File: config.mk
export PLATFORM = sky130hd
export DESIGN_NAME = cmd_input_qualifier
export DESIGN_NICKNAME = d
export VERILOG_FILES = /design/src/verilog/cmd_qual_pkg.sv /design/src/verilog/cmd_input_qualifier.sv /design/src/verilog/cmd_decode.sv
export SDC_FILE = /design/constraint.sdc
export NUM_CORES = 1
export LEC_CHECK = 0
export BUFFER_PORTS_ARGS = -buffer_cell sky130_fd_sc_hd__buf_4
export CAP_MARGIN = 10
export CORE_AREA = 8 8 45 47
export CTS_CLUSTER_SIZE = 28
export DETAILED_ROUTE_END_ITERATION = 12
export DIE_AREA = 0 0 53 55
export HOLD_SLACK_MARGIN = 0.02
export PLACE_DENSITY = 0.76
export SLEW_MARGIN = 20
export SYNTH_ARGS = -nofsm -noshare
export SYNTH_HDL_FRONTEND = slang
export SYNTH_SLANG_ARGS = --single-unit
File: constraint.sdc
create_clock -name ref_clk -period 1.62 [get_ports ref_clk]
set_input_delay 0.324 -clock ref_clk [delete_from_list [all_inputs] [get_ports ref_clk]]
set_output_delay 0.324 -clock ref_clk [all_outputs]
set_load 0.005 [all_outputs]
File: src/verilog/cmd_qual_pkg.sv
`default_nettype none

package cmd_qual_pkg;

    // ************************************************************
    // Timing constants
    // ************************************************************
    localparam int unsigned CLK_PERIOD_PS     = 8000;
    localparam int unsigned TREFI_EXT_NS      = 3900;
    localparam int unsigned TREFI_EXT_CYC     = (TREFI_EXT_NS * 1000) / CLK_PERIOD_PS;
    localparam int unsigned REFRESH_EXT_MS    = 32;
    localparam int unsigned TAA_DOWNBIN_PS    = 13125;                 // Down-binned ceiling
    localparam int unsigned TAA_DOWNBIN_CYC   =
        (TAA_DOWNBIN_PS + CLK_PERIOD_PS - 1) / CLK_PERIOD_PS;

    // ************************************************************
    // Mode register field positions
    // ************************************************************
    localparam int unsigned MR2_ASR_BIT       = 6;
    localparam int unsigned MR2_SRT_BIT       = 7;

    // ************************************************************
    // Types
    // ************************************************************
    typedef enum logic [3:0] {
        CMD_DESELECT, CMD_NOP, CMD_MRS, CMD_REFRESH, CMD_PRECHARGE,
        CMD_ACTIVATE, CMD_WRITE, CMD_READ, CMD_ZQCAL
    } cmd_e;

    typedef enum logic [1:0] {
        PWR_ACTIVE, PWR_PRE_PD, PWR_ACT_PD, PWR_SELF_REF
    } pwr_e;

    // Control pins as sampled at the crossing, active-low fields in *_n
    typedef struct packed {
        logic cs_n;
        logic ras_n;
        logic cas_n;
        logic we_n;
        logic odt;
    } ctl_pins_s;

    // Buffer enables that the power state drives
    typedef struct packed {
        logic clk_buf;
        logic cke_buf;
        logic odt_buf;
        logic cmd_buf;
        logic out_drv;
    } buf_en_s;

endpackage : cmd_qual_pkg

`default_nettype wire

File: src/verilog/cmd_input_qualifier.sv
`default_nettype none

module cmd_input_qualifier
    import cmd_qual_pkg::*;
(
    input  wire logic      ref_clk,        // Memory clock, rising crossing
    input  wire logic      rst,            // Synchronous reset, active high
    input  wire logic      cke,            // Clock enable pin
    input  wire ctl_pins_s pins,           // Chip select, strobes, termination control
    input  wire logic      any_row_open,   // Some bank holds an open row
    input  wire logic      sr_request,     // Last command before cke low was refresh
    input  wire logic      mr1_odt_off,    // Mode register 1 termination disabled
    input  wire logic      mr2_odt_off,    // Mode register 2 termination disabled
    output cmd_e           cmd_q,          // Accepted command, one cycle
    output logic           cmd_valid_q,    // Accepted command is not deselect or nop
    output pwr_e           pwr_state_q,    // Present power state
    output buf_en_s        buf_en,         // Input buffer and driver enables
    output logic           odt_on_q        // Termination active on data, strobes, masks
);

    // ************************************************************
    // Input sampling
    // ************************************************************
    ctl_pins_s pins_q;
    cmd_e      cmd_d;
    logic      refresh_seen_q;

    // Every control input sampled on the rising crossing only
    always_ff @(posedge ref_clk)
    begin
        if (rst)
            pins_q <= '{cs_n: 1'b1, ras_n: 1'b1, cas_n: 1'b1, we_n: 1'b1, odt: 1'b0};
        else if (buf_en.cmd_buf)
            pins_q <= pins;
        else
            pins_q <= '{cs_n: 1'b1, ras_n: 1'b1, cas_n: 1'b1, we_n: 1'b1,
                        odt: buf_en.odt_buf ? pins.odt : 1'b0};
    end

    cmd_decode u_dec
    (
        .pins (pins_q),
        .cmd  (cmd_d)
    );

    // ************************************************************
    // Command output
    // ************************************************************
    always_ff @(posedge ref_clk)
    begin
        if (rst)
        begin
            cmd_q       <= CMD_DESELECT;
            cmd_valid_q <= 1'b0;
        end
        else
        begin
            cmd_q       <= cmd_d;
            cmd_valid_q <= (cmd_d != CMD_DESELECT) && (cmd_d != CMD_NOP);
        end
    end

    // Refresh with cke low and no row open selects self-refresh rather than power-down
    always_ff @(posedge ref_clk)
    begin
        if (rst)
            refresh_seen_q <= 1'b0;
        else
            refresh_seen_q <= sr_request;
    end

    // ************************************************************
    // Power state
    // ************************************************************
    // Self-refresh exit is taken on cke high at the next rising edge; the clock may
    // have been stopped, so no prior edge count is relied on
    always_ff @(posedge ref_clk)
    begin
        if (rst)
            pwr_state_q <= PWR_ACTIVE;
        else
        begin
            unique case (pwr_state_q)
                PWR_ACTIVE:
                    if (!cke)
                    begin
                        if (any_row_open)
                            pwr_state_q <= PWR_ACT_PD;
                        else if (refresh_seen_q)
                            pwr_state_q <= PWR_SELF_REF;
                        else
                            pwr_state_q <= PWR_PRE_PD;
                    end
                PWR_PRE_PD, PWR_ACT_PD:
                    if (cke)
                        pwr_state_q <= PWR_ACTIVE;
                PWR_SELF_REF:
                    if (cke)
                        pwr_state_q <= PWR_ACTIVE;
            endcase
        end
    end

    // ************************************************************
    // Buffer enables
    // ************************************************************
    always_comb
    begin
        buf_en.cke_buf = 1'b1;
        buf_en.clk_buf = (pwr_state_q != PWR_SELF_REF);
        buf_en.odt_buf = (pwr_state_q != PWR_SELF_REF);
        buf_en.cmd_buf = (pwr_state_q == PWR_ACTIVE) && cke;
        buf_en.out_drv = (pwr_state_q == PWR_ACTIVE) && cke;
    end

    // ************************************************************
    // Termination
    // ************************************************************
    // Disable in both mode registers together, and self-refresh, each override the pin
    always_ff @(posedge ref_clk)
    begin
        if (rst)
            odt_on_q <= 1'b0;
        else
            odt_on_q <= pins_q.odt && !(mr1_odt_off && mr2_odt_off)
                        && (pwr_state_q != PWR_SELF_REF);
    end

endmodule : cmd_input_qualifier

`default_nettype wire

File: src/verilog/cmd_decode.sv
`default_nettype none

module cmd_decode
    import cmd_qual_pkg::*;
(
    input  wire ctl_pins_s pins,     // Sampled control pins
    output cmd_e           cmd       // Decoded command
);

    // ************************************************************
    // Command decode
    // ************************************************************
    // Chip select forms the top bit of the code; high masks everything
    always_comb
    begin
        unique case ({pins.cs_n, pins.ras_n, pins.cas_n, pins.we_n})
            4'b0000: cmd = CMD_MRS;
            4'b0001: cmd = CMD_REFRESH;
            4'b0010: cmd = CMD_PRECHARGE;
            4'b0011: cmd = CMD_ACTIVATE;
            4'b0100: cmd = CMD_WRITE;
            4'b0101: cmd = CMD_READ;
            4'b0110: cmd = CMD_ZQCAL;
            4'b0111: cmd = CMD_NOP;
            default: cmd = CMD_DESELECT;
        endcase
    end

endmodule : cmd_decode

`default_nettype wire

* Yosys cells after proc, flatten, opt, wreduce, memory -nomap -nowiden
Memories as Yosys holds them, arrays and structs flattened. A register that Yosys moved wholly into a read port is not among the register bits. Index checks and enable logic that the tools add are counted.
Cells by class: equality and inequality tests 7, bitwise operators 1, muxes and demuxes 9, reductions and logical operators 11
Operator list (number):
- 2-bit two-way mux | 4
- 1-bit logical AND | 5
- 2-bit == test, second input constant | 2
- 4-bit two-way mux | 1
- 2-bit != test, second input constant | 2
- 4-bit by 1-bit != test with 1-bit output, second input constant | 1
- 2-bit one-hot mux with 2 select lines | 1
- 4-bit nonzero test | 1
- 3-bit two-way mux | 1
- 3-bit OR reduction | 1
- 2-bit by 1-bit == test with 1-bit output, second input constant | 1
- 2-bit zero test | 1
- 1-bit two-way mux | 2
- 2-bit by 1-bit != test with 1-bit output, second input constant | 1
- 2-bit AND reduction | 1
- 2-bit OR reduction | 1
- 1-bit zero test | 1
- 1-bit inverter | 1
Storage, ports and cells: bits in read-only memories 32, word-level logic and storage cells 36, bits of input ports 12, output and inout bits 13, bits in registers 11, memories 1
Memories:
- (no name shown) | words 8, width 4, rd ports 1, clocked after memory_dff 1, wr ports 0, line cmd_decode.sv:16 | unique case ({pins.cs_n, pins.ras_n, pins.cas_n, pins.we_n})

* Depth between registers and ports, before layout
depth in word-level cells 5, depth in mapped cells 4, depth with buffers taken out 4

* By module
A second synthesis with hierarchy kept.
Unflattened totals: cell total of the unflattened synthesis 49, area total of the unflattened synthesis 531.8 µm²
By module, submodules not included:
- cmd_input_qualifier | cells each 41, times used 1, area each 459.2 µm², seq. area each 280.3 µm²
- cmd_decode | cells each 8, times used 1, area each 72.6 µm², seq. area each 0.0 µm²

* Least setup slack after synthesis
Ideal clock, no wire load.
path kind reg2reg, from register pwr_state_q[1], to register with a tool-made name, cell stages (with the launch flop) 5, slack 0.347 ns, data required time 1.504 ns, buffers on the path 0, data arrival time 1.157 ns, clock period less this slack 1.273 ns, setup time 0.116 ns, cells stage by stage dfxtp_1 -> nor4b_4 -> nand2b_1 -> ha_1 -> and3b_1
RTL lines:
- start: declaration | line cmd_input_qualifier.sv:16 | output pwr_e pwr_state_q,
- start signal: assignment | line cmd_input_qualifier.sv:80 | pwr_state_q <= PWR_ACTIVE;
- start signal: assignment | line cmd_input_qualifier.sv:88 | pwr_state_q <= PWR_ACT_PD;
- start signal: assignment | line cmd_input_qualifier.sv:90 | pwr_state_q <= PWR_SELF_REF;

==> metrics.cfg <==
[critical_path]
slowest_stage = dfxtp_1
critPathArrivalTime_ns = 1.18
slowest_delay_ns = 0.41
reg2regPathDepth = 4
reg2reg_from = pwr_state_q[1]$_SDFFE_PP0P_
cp_cell_sequence = nor3b_1, buf_4
crit_path_end_kind = primary output
cp.required_ns = 1.30
criticalPathCategory = register to primary output
crit_fanout = 8
r2r_slack_ns = 0.25
critPathLaunchType = register

[outcome]
status = finished clean

[global_routing]
antenna_found_initial = 0
grt_pass1_wl_mm = 1.49
grt_usage = 0.0709
grt_max_degree = 9
grt-ovfl-total = 0
grt_pass1_vias = 343

[detailed_routing]
drt_wl_total_mm = 1.02
drtIter0Drc = 1
drt-pass1-iter-count = 4
drc = 0
ant_nets = 0
vias = 365
viasPerCell = 4.29
wl_per_cell_um = 12.0

[clock_network]
cts_buffers = 3
cts_tree = yes
clkTransAtPathRegs_ns = 0.08
holdBufCountCts = 0
htree_levels = 1
cts.path.max_buffers = 2
worstSkewPairLatency_ns = 0.27
post_cts.resized_instances = 0
clockRootBuffer = clkbuf_4
post_cts.repair.setup_buffers = 0
numClockSinks = 15

[yosys]
synth_area_leader_cell = dfxtp_1
postSynth.asyncResetShare = 0
synthesis.nets = 58
synthAdderAreaFrac = 0.0245
synthTopCellsByArea = dfxtp_1 (59%), and2_1 (6.1%), nand2b_1 (6.1%), nor4b_4 (4.7%), buf_4 (4.4%)
synth-seq-area-share = 0.588
synthSimpleGateAreaFrac = 0.275
synth_warnings = 0
synthTopCellsByCount = dfxtp_1 (15), and2_1 (5), nand2b_1 (5)
synth.area.mux_share = 0
netlist_area_um2 = 510
synth_edf_count = 0
synth_compound_area_frac = 0.0613
postSynthAreaPerCell_um2 = 11.3
synth_top_flop_cell = dfxtp_1
synth-xor-area-share = 0
synth.most_common_cell = dfxtp_1
synth.distinct_cells = 17
synth_top_area_frac = 0.588
netlist_instances = 45
synth_top_family_by_area = simple AND/OR/NAND/NOR gates
ys_ff_latch = 15

[cells_and_area]
diodes = 0
fillCellCount = 127
drive_above_1_share = 0.391
final_util = 0.511
fin_nets = 83
area_delta_synth_final_pct = 38.5

[place]
place.gp.congestion = 0.700
dpl.hpwl_um = 833
io_buffers = 23

[timing]
max_freq_mhz = 663
rsz0062_at_grt = no
period_share = 0.931
finalHoldViolations = 0
drv_slew = 0
fin_skew_ns = 0.000873
setup_viol = 0
setup-tns-final_ns = 0
fin_crit_ns = 1.51

[die]
die_w_um = 53
ioPinCount = 25
initial_utilization = 0.369
rows = 14
die_area_um2 = 2920
die_h_um = 55
core_area_um2 = 1380

[min_path]
min_path_type = input port to register
worstHoldPathCells = 2
hp-start = pins[2]

[power]
power_density_nw_per_um2 = 931
peakVddDrop_uv = 562
power_leakage_nw = 0.330

[flow_run]
maxCapViolations = 0

==> cells by family after synthesis <==
group,after synthesis
flip-flops,15
AO/OA/AOI/OAI,4
buffers and inverters,3
other,1
AND/OR/NAND/NOR,21
adder cells (fa/ha/maj),1
==> worst max-delay path: cells and delay by family, from the launching register on <==
| family | cells | cell delay (ns) |
|---|---|---|
| and+or+nand+nor | 1 | 0.34 |
| buffers and inverters | 1 | 0.17 |
| DFF | 1 | 0.41 |
==> cell usage in the layout, fill, tap and decap left out <==
cell type and n:
buf_4 23, dfxtp_1 15, nand2b_1 5, and2_1 5
nor2_1 3, clkbuf_4 3, nor2b_1 2, nand2_1 2
nor3b_1 1, nor4b_4 1, o21a_1 1, and3b_1 1
a21oi_1 1, o31a_1 1, o311a_1 1, and3_1 1
ha_1 1, conb_1 1, clkbuf_1 1
==> layer usage <==
layer / part of all wire / routed length (um) / track usage / vias to the layer above
met5: 0 / 0 / 0 / -
met4: 0.021 / 21 / 0.0517 / 0
met3: 0.12 / 122 / 0.0321 / 2
met2: 0.44 / 448 / 0.119 / 16
met1: 0.42 / 424 / 0.0679 / 157
li1: - / - / - / 190
==> through the flow <==
| stage | total power [mW] | instances | setup WS, ns | instance area (um2) | hold WS, ns |
|---|---|---|---|---|---|
| 2_1_floorplan | 0.428 | 45 | 0.347 | 510 | 0.396 |
| 3_3_place_gp | 0.464 | 81 | 0.303 | 681 | 0.410 |
| 4_1_cts | 0.666 | 85 | 0.104 | 707 | 0.203 |
| 3_5_place_dp | 0.466 | 81 | 0.244 | 681 | 0.415 |
| 6_report | 0.658 | 85 | 0.112 | 707 | 0.210 |
| 5_1_grt | 0.694 | 85 | 0.0108 | 707 | 0.195 |
==> report_power, final <==
part | internal, mW | switching (mW)
sequential | 0.382 | 0.00955
combinational | 0.0426 | 0.0218
clock | 0.0951 | 0.107
total | 0.520 | 0.138
==> layout make-up <==
cell class	instances	area [um2]	area share
tap	16	20.0	0.0283
sequential	15	300	0.425
clock buffer	4	26.3	0.0372
multi-input combinational	27	188	0.265
timing repair buffer	23	173	0.244
==> how the worst max path moves through the flow <==
stage / start / to / cells after the start
2_1_floorplan: pwr_state_q[1]$_SDFFE_PP0P_ / register / 4
4_1_cts: pwr_state_q[1]$_SDFFE_PP0P_ / buf_en[0] / 2
3_3_place_gp: rst / register / 5
3_5_place_dp: pwr_state_q[1]$_SDFFE_PP0P_ / register / 4
6_report: pwr_state_q[1]$_SDFFE_PP0P_ / buf_en[0] / 2
5_1_grt: pwr_state_q[1]$_SDFFE_PP0P_ / buf_en[1] / 2
Note: power is estimated with default switching activity, not from simulation.
